--- src/core/strap_cfg_params.svh ---
// constants for the power-on strap configuration block
`ifndef STRAP_CFG_PARAMS_SVH
`define STRAP_CFG_PARAMS_SVH
// ============================================================
// register map (avalon word byte addresses)
`define POC_OFFSET        4'h0
`define CTRL_OFFSET       4'h4
`define STATE_OFFSET      4'h8
// ============================================================
// power-on configuration field positions
`define POC_FASTWAKE_BIT  5
`define POC_BUSSPEED_BIT  19
`define POC_RATIO_LSB     22
`define POC_RATIO_MSB     25
// ============================================================
// reset values
`define CTRL_RESET        32'h0000_0000
`define RATIO_RESET       4'h0
// ============================================================
// timing: one read-data wait cycle
`define BUS_WAIT_CYCLES   1
`endif

--- src/core/strap_cfg_pkg.sv ---
// types for the power-on strap configuration block
package strap_cfg_pkg;
  // ============================================================
  // power state of the clock-stop logic
  typedef enum logic [2:0] {
    ST_RUN      = 3'b001,
    ST_GRANT    = 3'b010,
    ST_FASTWAKE = 3'b100
  } pwr_state_t;

  // straps captured at reset release
  typedef struct packed {
    logic       fast_wake_en;
    logic       bus_100mhz;
    logic       intc_enable;
    logic       bus_req_seen;
    logic [3:0] ratio_code;
  } strap_cap_t;

  // raw strap pins, synchronised
  typedef struct packed {
    logic address_bit15_strap_n;
    logic bus_speed_sel;
    logic intc_data0_strap;
    logic bus_request0_n;
    logic addr20_mask_n;
    logic ignore_numeric_error_n;
    logic maskable_interrupt_in;
    logic nonmaskable_interrupt_in;
  } strap_pins_t;
endpackage : strap_cfg_pkg

--- src/core/power_on_strap_config.sv ---
// power-on strap capture, clock-stop state and config register
module power_on_strap_config
  import strap_cfg_pkg::*;
#(
  parameter logic [63:0] RATIO_TABLE = 64'hfedc_ba98_7654_3210
) (
  input  wire logic        sys_clk,
  input  wire logic        srst,
  input  wire logic [3:0]  avs_address,
  input  wire logic        avs_read,
  input  wire logic        avs_write,
  input  wire logic [31:0] avs_writedata,
  input  wire logic [3:0]  avs_byteenable,
  output logic      [31:0] avs_readdata,
  output logic             avs_waitrequest,
  input  wire logic        address_bit15_strap_n,
  input  wire logic        bus_speed_sel,
  input  wire logic        intc_data0_strap,
  input  wire logic        bus_request0_n,
  input  wire logic        addr20_mask_n,
  input  wire logic        ignore_numeric_error_n,
  input  wire logic        maskable_interrupt_in,
  input  wire logic        nonmaskable_interrupt_in,
  input  wire logic        clock_stop_request_n,
  input  wire logic        priority_snoop_req,
  input  wire logic        symmetric_snoop_req,
  output logic             snoop_ack,
  output logic             interrupt_latch_en,
  output logic             intc_global_enable,
  output logic [3:0]       core_multiplier,
  output logic [2:0]       power_state
);
`include "strap_cfg_params.svh"

  // ============================================================
  // pin synchronisers
  strap_pins_t pins_raw;
  strap_pins_t pins;
  logic        stop_req_n_sync;

  assign pins_raw = '{address_bit15_strap_n, bus_speed_sel, intc_data0_strap, bus_request0_n,
                      addr20_mask_n, ignore_numeric_error_n, maskable_interrupt_in,
                      nonmaskable_interrupt_in};

  pin_sync3 #(.WIDTH(9)) u_sync (
    .sys_clk (sys_clk),
    .srst    (srst),
    .pin_in  ({pins_raw, clock_stop_request_n}),
    .pin_out ({pins, stop_req_n_sync})
  );

  // ============================================================
  // strap capture on reset release
  logic       in_reset_d;
  logic       next_in_reset_d;
  strap_cap_t cap;
  strap_cap_t next_cap;
  logic       capture_now;
  // multiplier is registered so the data output comes from a flop
  logic [3:0] mult;
  logic [3:0] next_mult;

  // release is the first clock after srst falls
  assign capture_now = in_reset_d & ~srst;

  always_comb begin
    next_in_reset_d = srst;
    next_cap        = cap;
    next_mult       = RATIO_TABLE[cap.ratio_code*4 +: 4];
    if (capture_now) begin
      next_cap.fast_wake_en = ~pins.address_bit15_strap_n;
      next_cap.bus_100mhz   = pins.bus_speed_sel;
      next_cap.intc_enable  = pins.intc_data0_strap;
      next_cap.bus_req_seen = ~pins.bus_request0_n;
      next_cap.ratio_code   = {~pins.nonmaskable_interrupt_in, ~pins.maskable_interrupt_in,
                               pins.ignore_numeric_error_n, pins.addr20_mask_n};
    end
  end

  // hold straps until the next reset; reset itself clears to defaults
  always_ff @(posedge sys_clk) begin
    if (srst) begin
      in_reset_d <= 1'b1;
      cap        <= '{1'b0, 1'b0, 1'b1, 1'b0, `RATIO_RESET};
      mult       <= RATIO_TABLE[`RATIO_RESET*4 +: 4];
    end else begin
      in_reset_d <= next_in_reset_d;
      cap        <= next_cap;
      mult       <= next_mult;
    end
  end

  // ============================================================
  // clock-stop state machine
  pwr_state_t state;
  pwr_state_t next_state;

  always_comb begin
    next_state = state;
    case (state)
      ST_RUN: begin
        if (!stop_req_n_sync && !in_reset_d) begin
          next_state = cap.fast_wake_en ? ST_FASTWAKE : ST_GRANT;
        end
      end
      ST_GRANT, ST_FASTWAKE: begin
        if (stop_req_n_sync) begin
          next_state = ST_RUN;
        end
      end
      default: next_state = ST_RUN;
    endcase
  end

  always_ff @(posedge sys_clk) begin
    if (srst) begin
      state <= ST_RUN;
    end else begin
      state <= next_state;
    end
  end

  // snoop service and interrupt latching per state
  always_comb begin
    case (state)
      ST_FASTWAKE: begin
        snoop_ack          = priority_snoop_req;
        interrupt_latch_en = 1'b0;
      end
      default: begin
        snoop_ack          = priority_snoop_req | symmetric_snoop_req;
        interrupt_latch_en = 1'b1;
      end
    endcase
  end

  assign power_state        = state;
  assign intc_global_enable = cap.intc_enable;
  assign core_multiplier    = mult;

  // ============================================================
  // power-on configuration word
  logic [31:0] poc_word;
  always_comb begin
    poc_word                                        = 32'h0000_0000;
    poc_word[`POC_FASTWAKE_BIT]                     = cap.fast_wake_en;
    poc_word[`POC_BUSSPEED_BIT]                     = cap.bus_100mhz;
    poc_word[`POC_RATIO_MSB:`POC_RATIO_LSB]         = cap.ratio_code;
  end

  // ============================================================
  // avalon slave: writes complete at once, reads wait one cycle
  logic        rd_pending;
  logic        next_rd_pending;
  logic [31:0] rdata;
  logic [31:0] next_rdata;
  logic [31:0] scratch;
  logic [31:0] next_scratch;

  always_comb begin
    next_rd_pending = avs_read & ~rd_pending;
    next_rdata      = rdata;
    next_scratch    = scratch;
    if (avs_read && !rd_pending) begin
      case (avs_address)
        `POC_OFFSET:   next_rdata = poc_word;
        `CTRL_OFFSET:  next_rdata = scratch;
        `STATE_OFFSET: next_rdata = {28'h0000000, cap.bus_req_seen, state};
        default:       next_rdata = 32'h0000_0000;
      endcase
    end
    if (avs_write && avs_address == `CTRL_OFFSET) begin
      for (int b = 0; b < 4; b++) begin
        if (avs_byteenable[b]) begin
          next_scratch[b*8 +: 8] = avs_writedata[b*8 +: 8];
        end
      end
    end
  end

  always_ff @(posedge sys_clk) begin
    if (srst) begin
      rd_pending <= 1'b0;
      rdata      <= 32'h0000_0000;
      scratch    <= `CTRL_RESET;
    end else begin
      rd_pending <= next_rd_pending;
      rdata      <= next_rdata;
      scratch    <= next_scratch;
    end
  end

  assign avs_waitrequest = avs_read & ~rd_pending;
  assign avs_readdata    = rdata;

  // ============================================================
  // assertions
  property p_hold_straps;
    @(posedge sys_clk) disable iff (srst)
      !capture_now |=> $stable(cap);
  endproperty
  a_hold_straps: assert property (p_hold_straps) else $error("straps changed outside release");

  property p_stop_entry;
    @(posedge sys_clk) disable iff (srst)
      (state == ST_RUN && !stop_req_n_sync && !in_reset_d) |=>
        (state == (cap.fast_wake_en ? ST_FASTWAKE : ST_GRANT));
  endproperty
  a_stop_entry: assert property (p_stop_entry) else $error("wrong clock-stop state entered");

  property p_fastwake_snoop;
    @(posedge sys_clk) disable iff (srst)
      (state == ST_FASTWAKE) |-> (!interrupt_latch_en && snoop_ack == priority_snoop_req);
  endproperty
  a_fastwake_snoop: assert property (p_fastwake_snoop) else $error("fast-wake snoop or interrupt wrong");

  property p_bit5;
    @(posedge sys_clk) disable iff (srst)
      capture_now |=> (poc_word[5] == $past(~pins.address_bit15_strap_n));
  endproperty
  a_bit5: assert property (p_bit5) else $error("fast-wake bit not reported");

  property p_bit19;
    @(posedge sys_clk) disable iff (srst)
      capture_now |=> (poc_word[19] == $past(pins.bus_speed_sel));
  endproperty
  a_bit19: assert property (p_bit19) else $error("bus speed bit not reported");

  property p_intc;
    @(posedge sys_clk) disable iff (srst)
      capture_now |=> (intc_global_enable == $past(pins.intc_data0_strap));
  endproperty
  a_intc: assert property (p_intc) else $error("controller enable not strapped");

  property p_ratio;
    @(posedge sys_clk) disable iff (srst)
      (avs_read && !rd_pending && avs_address == `POC_OFFSET) |=>
        (avs_readdata[`POC_RATIO_MSB:`POC_RATIO_LSB] == cap.ratio_code);
  endproperty
  a_ratio: assert property (p_ratio) else $error("ratio field mismatch");

  property p_ratio_cap;
    @(posedge sys_clk) disable iff (srst)
      capture_now |=> (cap.ratio_code[0] == $past(pins.addr20_mask_n)) ##3 $stable(cap.ratio_code);
  endproperty
  a_ratio_cap: assert property (p_ratio_cap) else $error("ratio not latched at release");

  property p_read_answer;
    @(posedge sys_clk) disable iff (srst)
      (avs_read && !rd_pending) |=> !avs_waitrequest;
  endproperty
  a_read_answer: assert property (p_read_answer) else $error("read answer late");

  property p_reset_defaults;
    @(posedge sys_clk)
      srst |=> (intc_global_enable && state == ST_RUN && cap.ratio_code == `RATIO_RESET);
  endproperty
  a_reset_defaults: assert property (p_reset_defaults) else $error("reset defaults wrong");

  property p_grant_service;
    @(posedge sys_clk) disable iff (srst)
      (state == ST_GRANT) |->
        (interrupt_latch_en && snoop_ack == (priority_snoop_req || symmetric_snoop_req));
  endproperty
  a_grant_service: assert property (p_grant_service) else $error("grant state snoop or interrupt wrong");

  property p_stop_exit;
    @(posedge sys_clk) disable iff (srst)
      (state != ST_RUN && stop_req_n_sync) |=> (state == ST_RUN);
  endproperty
  a_stop_exit: assert property (p_stop_exit) else $error("clock-stop state not left");

  // ============================================================
  // register bus behaviour
  property p_write_nowait;
    @(posedge sys_clk) disable iff (srst)
      (avs_write && !avs_read) |-> !avs_waitrequest;
  endproperty
  a_write_nowait: assert property (p_write_nowait) else $error("write made to wait");

  property p_scratch_write;
    @(posedge sys_clk) disable iff (srst)
      (avs_write && avs_address == `CTRL_OFFSET && avs_byteenable == 4'hf) |=>
        (scratch == $past(avs_writedata));
  endproperty
  a_scratch_write: assert property (p_scratch_write) else $error("scratch write lost");

  property p_unmapped_zero;
    @(posedge sys_clk) disable iff (srst)
      (avs_read && !rd_pending && avs_address != `POC_OFFSET && avs_address != `CTRL_OFFSET &&
       avs_address != `STATE_OFFSET) |=> (avs_readdata == 32'h0000_0000);
  endproperty
  a_unmapped_zero: assert property (p_unmapped_zero) else $error("unmapped read not zero");

  property p_state_word;
    @(posedge sys_clk) disable iff (srst)
      (avs_read && !rd_pending && avs_address == `STATE_OFFSET) |=>
        (avs_readdata[3] == cap.bus_req_seen);
  endproperty
  a_state_word: assert property (p_state_word) else $error("state word request bit wrong");
endmodule : power_on_strap_config

--- src/core/pin_sync3.sv ---
// three-stage pin synchroniser with agreement filter
module pin_sync3 #(
  parameter int WIDTH = 1
) (
  input  wire logic             sys_clk,
  input  wire logic             srst,
  input  wire logic [WIDTH-1:0] pin_in,
  output logic      [WIDTH-1:0] pin_out
);
  // ============================================================
  // sync chain per bit
  logic [WIDTH-1:0] s1, s2, s3, held;
  logic [WIDTH-1:0] next_s1, next_s2, next_s3, next_held;

  genvar i;
  generate
    for (i = 0; i < WIDTH; i++) begin : g_bit
      // take a change only when stages two and three agree; in reset follow stage three
      always_comb begin
        next_s1[i]   = pin_in[i];
        next_s2[i]   = s1[i];
        next_s3[i]   = s2[i];
        next_held[i] = (srst || (s2[i] == s3[i])) ? s3[i] : held[i];
      end
    end
  endgenerate

  // chain keeps running through reset so strap levels are settled at release
  always_ff @(posedge sys_clk) begin
    s1   <= next_s1;
    s2   <= next_s2;
    s3   <= next_s3;
    held <= next_held;
  end

  assign pin_out = held;
endmodule : pin_sync3

--- config.mk ---
export PLATFORM = sky130hd
export DESIGN_NAME = power_on_strap_config
export DESIGN_NICKNAME = d
export VERILOG_FILES = /design/src/core/strap_cfg_pkg.sv /design/src/core/power_on_strap_config.sv /design/src/core/pin_sync3.sv
export VERILOG_INCLUDE_DIRS = /design/src /design/src/core
export SDC_FILE = /design/constraint.sdc
export NUM_CORES = 1
export LEC_CHECK = 0
export BUFFER_PORTS_ARGS = -buffer_cell sky130_fd_sc_hd__buf_2
export CELL_PAD_IN_SITES_DETAIL_PLACEMENT = 1
export CELL_PAD_IN_SITES_GLOBAL_PLACEMENT = 1
export CORE_AREA = 2 2 105 107
export CTS_CLUSTER_SIZE = 20
export DETAILED_ROUTE_END_ITERATION = 6
export DIE_AREA = 0 0 107 109
export GPL_TIMING_DRIVEN = 0
export PLACE_DENSITY = 0.8
export SETUP_SLACK_MARGIN = 0.15
export SLEW_MARGIN = 10
export SYNTH_ARGS = -nofsm -noshare
export SYNTH_HDL_FRONTEND = slang
export SYNTH_SLANG_ARGS = --single-unit
--- constraint.sdc ---
create_clock -name sys_clk -period 1.7 [get_ports sys_clk]
set_input_delay 0.34 -clock sys_clk [delete_from_list [all_inputs] [get_ports sys_clk]]
set_output_delay 0.34 -clock sys_clk [all_outputs]
set_load 0.01 [all_outputs]
After elaboration in Yosys (flattened, before gate mapping)
Cells that the tools add are included.

word-level totals
  logic and storage cells = 82
  output and inout bits = 43
  input bits = 55
  register bits = 117

operators by class
  multiplexer cells = 8
  shift-type cells = 1
  bitwise gates (word level) = 9
  equality and inequality tests = 16
  reductions and logical operators = 22

operators with widths
  kind                     count
  $pmux 32 s3              1
  $shiftx 64x7->4 const A  1
  $reduce_and 2->1         5
  $eq 1x1->1               9
  $logic_or 1x1->1         9
  $mux 3                   3
  $not 1->1                6
  $pmux 3 s2               1
  $eq 4x3->1 const B       1
  $eq 4x4->1 const B       1
  $logic_not 4->1          1
  $eq 3x1->1 const B       1
  $eq 3x2->1 const B       1
  $eq 3x3->1 const B       1
  $logic_and 1x1->1        3
  $logic_not 1->1          3
  $mux 1                   3
  $and 1x1->1              2
  $ne 2x1->1 const B       1
  $ne 2x2->1 const B       1
  $reduce_or 2->1          1
  $or 1x1->1               1

Longest topological paths before layout
  depth after elaboration = 4
  depth in mapped cells = 6
  mapped depth without buffers = 4

By module
From an unflattened synthesis, not the netlist that was laid out.

second synthesis, totals
  cells, all modules = 389
  area total of the unflattened synthesis = 4225.3 um2

modules (own cells, without submodules)
  module                 times used  cells each  area an instance (um2)  seq. area each (um2)
  power_on_strap_config  1           335         3279.4                  1621.6
  pin_sync3              1           54          945.9                   810.8

Least setup slack after synthesis
Ideal clock, no wire load.

  kind = flip-flop to output port
  start point = register state[2] (netlist: power_state[2])
  end point = output port snoop_ack
  path buffers = 1
  path slack = 0.120 ns
  arrival time = 1.240 ns
  cell stages (with the launch flop) = 4
  required time = 1.360 ns
  path through = dfxtp_1 > clkbuf_1 > or3b_1 > a21o_1

on the way
  cells in the longest elaborated chain, start to end = 2

RTL lines
  element                   RTL line                      RTL
  start: declaration        power_on_strap_config.sv:95   pwr_state_t state;
  start signal: assignment  power_on_strap_config.sv:119  state <= next_state;
  $eq 3x3->1                power_on_strap_config.sv:125  case (state)
  $mux 1                    power_on_strap_config.sv:125
  end: declaration          power_on_strap_config.sv:27   output logic snoop_ack,

Every way passes these cells.

Worst setup path in the final report
  start point = register state[1] (netlist: power_state[1])
  end point = output port snoop_ack

The elaborated chain is that of the path after synthesis.

==> run_results.csv <==
group,metric,value,unit
sta,worst_pin_slew,0.617,ns
drt,vias,3317,
finish,multi_input_area,1670,sq um
worst_setup_path,crit_required,1.36,ns
worst_setup_path,crit_slowest_cell,"or3b_4",
drt,drt-total-wl,11.2,mm
worst_setup_path,crit_end,"snoop_ack",
pwr,p_leak,2.37,nW
synthesis,synth_cell_types,31,
sta,finalHoldViolations,0,
sta,relSlewSlack,58.9,%
finish,diodes,0,
synthesis,ys.warnings.count,0,
synthesis,ys.flop_type,"dfxtp_1",
synthesis,synth-async-reset-ratio,0,%
grt,busiest_layer,"met2",
synthesis,netlist_area,4250,sq um
clock_tree,cts-htree-levels,4,
grt,gr-usage-met3,6.99,%
die,io_pins,98,
worst_setup_path,end_kind,"output port",
worst_setup_path,r2r-end,"avs_readdata[20]",
outcome,violations,"negative setup slack",
worst_setup_path,cpPeakStageDelay,0.36,ns
worst_setup_path,crit_buf_inv,2,
sta,max_freq,508,MHz
grt,grt_first_pass_wirelength,17.6,mm
job,maxCapViolations,0,
drt,dr.pass1.iters,4,
placed_design,place.gp.congestion,0.802,
die,die_h,109,um
clock_tree,cts_tree,"yes",
sta,skew,0.00557,ns
synthesis,synth_seq_area_share,57.2,%
sta,finalCriticalPeriod,1.97,ns
grt,grt_max_degree,17,
clock_tree,cts_buffers,17,
worst_setup_path,arrival,1.63,ns
grt,met2_usage,37.5,%
die,fp.dieW,107,um
synthesis,synth_edf_count,9,
worst_setup_path,crit_path_start_kind,"flip-flop",
worst_setup_path,worstSetupPathType,"reg2out",
sta,min_period_over_period,116,%
sta,final.setup.tns,-0.379,ns
sta,fin_hold_ws,0.0355,ns
sta,finalSetupViolCount,2,
pwr,p_per_area,1220,nW/um^2
finish,seqCellArea,2440,sq um
pwr,ir_drop,0.00100,V
drt,post-route-drc-count,0,
die,core_area,10600,sq um
drt,wl_per_cell,16.5,um
min_path,hp-class,"in2reg",
worst_setup_path,cp_max_fo,2,
drt,ant_nets,0,
pwr,power,6.97,mW
finish,area_growth,35.0,%
synthesis,synth-seq-cells,117,
die,design.die.area,11700,sq um
drt,vias_per_cell,4.89,
finish,fillers,1158,
grt,overflow,0,
grt,grt_usage,20.6,%
die,initial_core_util,40.1,%
worst_setup_path,r2r.worst_path.cells,6,
worst_setup_path,path_cells,"buf_8 -> or3b_4 -> a21o_1 -> buf_2",
clock_tree,cts.sinks,117,
synthesis,synth_cells,394,
placed_design,portBuffers,96,
synthesis,avgSynthCellArea,10.8,sq um
worst_setup_path,r2r_slack,0.31,ns
worst_setup_path,rr_startpoint,"rd_pending",
clock_tree,cts-root-buf,"clkbuf_8",
grt,grt_antenna_before_repair,0,
placed_design,dpl_cell_area,4910,sq um
grt,use_met1,21.8,%
finish,final_cell_area,5740,sq um
sta,slew_violations,0,
drt,dr.first_iter.drc_count,65,
clock_tree,clkLatencyLatePin,0.52,ns
worst_setup_path,path_depth,4,
worst_setup_path,path_delay_family,"simple AND/OR/NAND/NOR gates",
die,fp-row-count,38,
placed_design,detailed_place_hpwl,7.65,mm
clock_tree,clkSlewWorstSetupHoldPaths,0.05,ns
finish,drive_gt1_share,28.8,%
finish,finish.utilization,54.1,%
synthesis,syn-num-nets,449,
worst_setup_path,crit_start,"power_state[1]",
outcome,status,"complete, but fails checks",
finish,final_nets,581,
sta,setup_ws,-0.269,ns
clock_tree,clk_path_buf_depth,2,
sta,grt_setup_unrepaired,"yes",
grt,grt_pass1_vias,3553,
==> layout by cell type (no fill, tap or decap), drive strengths merged, types with 5 or more instances in the layout <==
cell type and instances:
xor2 9, nor2b 7, dlygate4sd3 9, dfxtp 108, clkbuf 35, nand3 23, edfxtp 9, clkinv 5
a22o 8, nand2 22, a21oi 22, nor2 13, buf 119, mux2i 43, nand2b 74, o2bb2ai 6
==> synthesized netlist by cell type, types with 2 or more instances <==
cell type  instances  area, sq um
dfxtp_1          108         2160
nand2b_1          74          463
mux2i_1           43          430
nand3_1           23          115
a21oi_1           22          110
nand2_1           22         82.6
clkbuf_1          16         60.1
nor2_1            12         45.0
edfxtp_1           9          270
xor2_1             9         78.8
a22o_1             8         70.1
nor2b_1            7         43.8
o2bb2ai_1          6         52.6
a211oi_1           4         30.0
and3_1             4         25.0
buf_2              4         20.0
buf_6              4         45.0
buf_4              3         22.5
a211o_1            2         17.5
nor3_1             2         10.0
nor4_1             2         12.5
==> cell families after synthesis <==
family                 count (synthesis)  synth area share, %
AO/OA/AOI/OAI                         44                 6.89
XOR/XNOR                              10                 2.06
buffers and inverters                 29                 3.65
flip-flops                           117                 57.2
multiplexers                          43                 10.1
AND/OR/NAND/NOR                      151                 20.0
==> layout make-up <==
cell class	count	area share [%]
Multi-Input combinational cell	248	29.1
Timing Repair Buffer	114	11.2
Tap cell	140	3.05
Clock inverter	10	2.66
Buffer	27	3.27
Clock buffer	22	7.89
Inverter	1	0.283
Sequential cell	117	42.5
==> what timing repair did <==
| action | 4_1_cts | 5_1_grt |
|---|---|---|
| endpoints found under the hold margin | 9 | 0 |
| pin swaps | 2 | 2 |
| cloned | 0 | 0 |
| setup buffers | 2 | 7 |
| setup endpoints to repair | 13 | 11 |
| hold buffers | 9 | 0 |
| gates resized for setup | 16 | 8 |
==> how the worst min path moves through the flow <==
stage                                 start                end  slack, ns  depth (start not counted)
after global placement    u_sync.next_s2[6]  u_sync.next_s3[6]       0.31                          0
after global routing                   srst         in_reset_d       0.02                          1
final                                  srst         in_reset_d       0.04                          1
after CTS                              srst         in_reset_d      0.001                          1
after detailed placement  u_sync.next_s2[4]  u_sync.next_s3[4]       0.31                          0
after floorplan           u_sync.next_s2[0]  u_sync.next_s3[0]       0.31                          0
==> registers in the layout (all words and copies together), names as in the netlist <==
register	count
core_multiplier	4
avs_readdata	32
power_state	3
u_sync.next_s2	9
u_sync.pin_out	9
rd_pending	1
in_reset_d	1
scratch	32
u_sync.next_s3	9
cap	7
intc_global_enable	1
u_sync.s3	9
==> stage by stage <==
step           std cells  worst slack, ns
6_report             679           -0.269
3_3_place_gp         630          -0.0177
3_5_place_dp         630          -0.0190
2_1_floorplan        394            0.184
5_1_grt              679           -0.324
4_1_cts              673           -0.300
==> routing by layer <==
layer	wire length, um	vias to the layer above
met5	0	-
met4	195	0
met3	595	15
met2	5920	85
met1	4510	1622
li1	-	1595
==> worst register-to-register path, cell delays in order, from the launching register on <==
cell and delay, ns:
dfxtp_2 0.31, nand2b_4 0.11, buf_6 0.13, buf_4 0.13, clkbuf_1 0.36, nand2_1 0.13
a21oi_1 0.15
==> power by group <==
part	internal, mW	leakage [nW]	total (mW)	switching [mW]
Clock	2.44	0.290	3.65	1.21
Sequential	2.87	0.976	2.92	0.0469
Combinational	0.198	1.11	0.402	0.204
(Power assumes the default switching activity.)
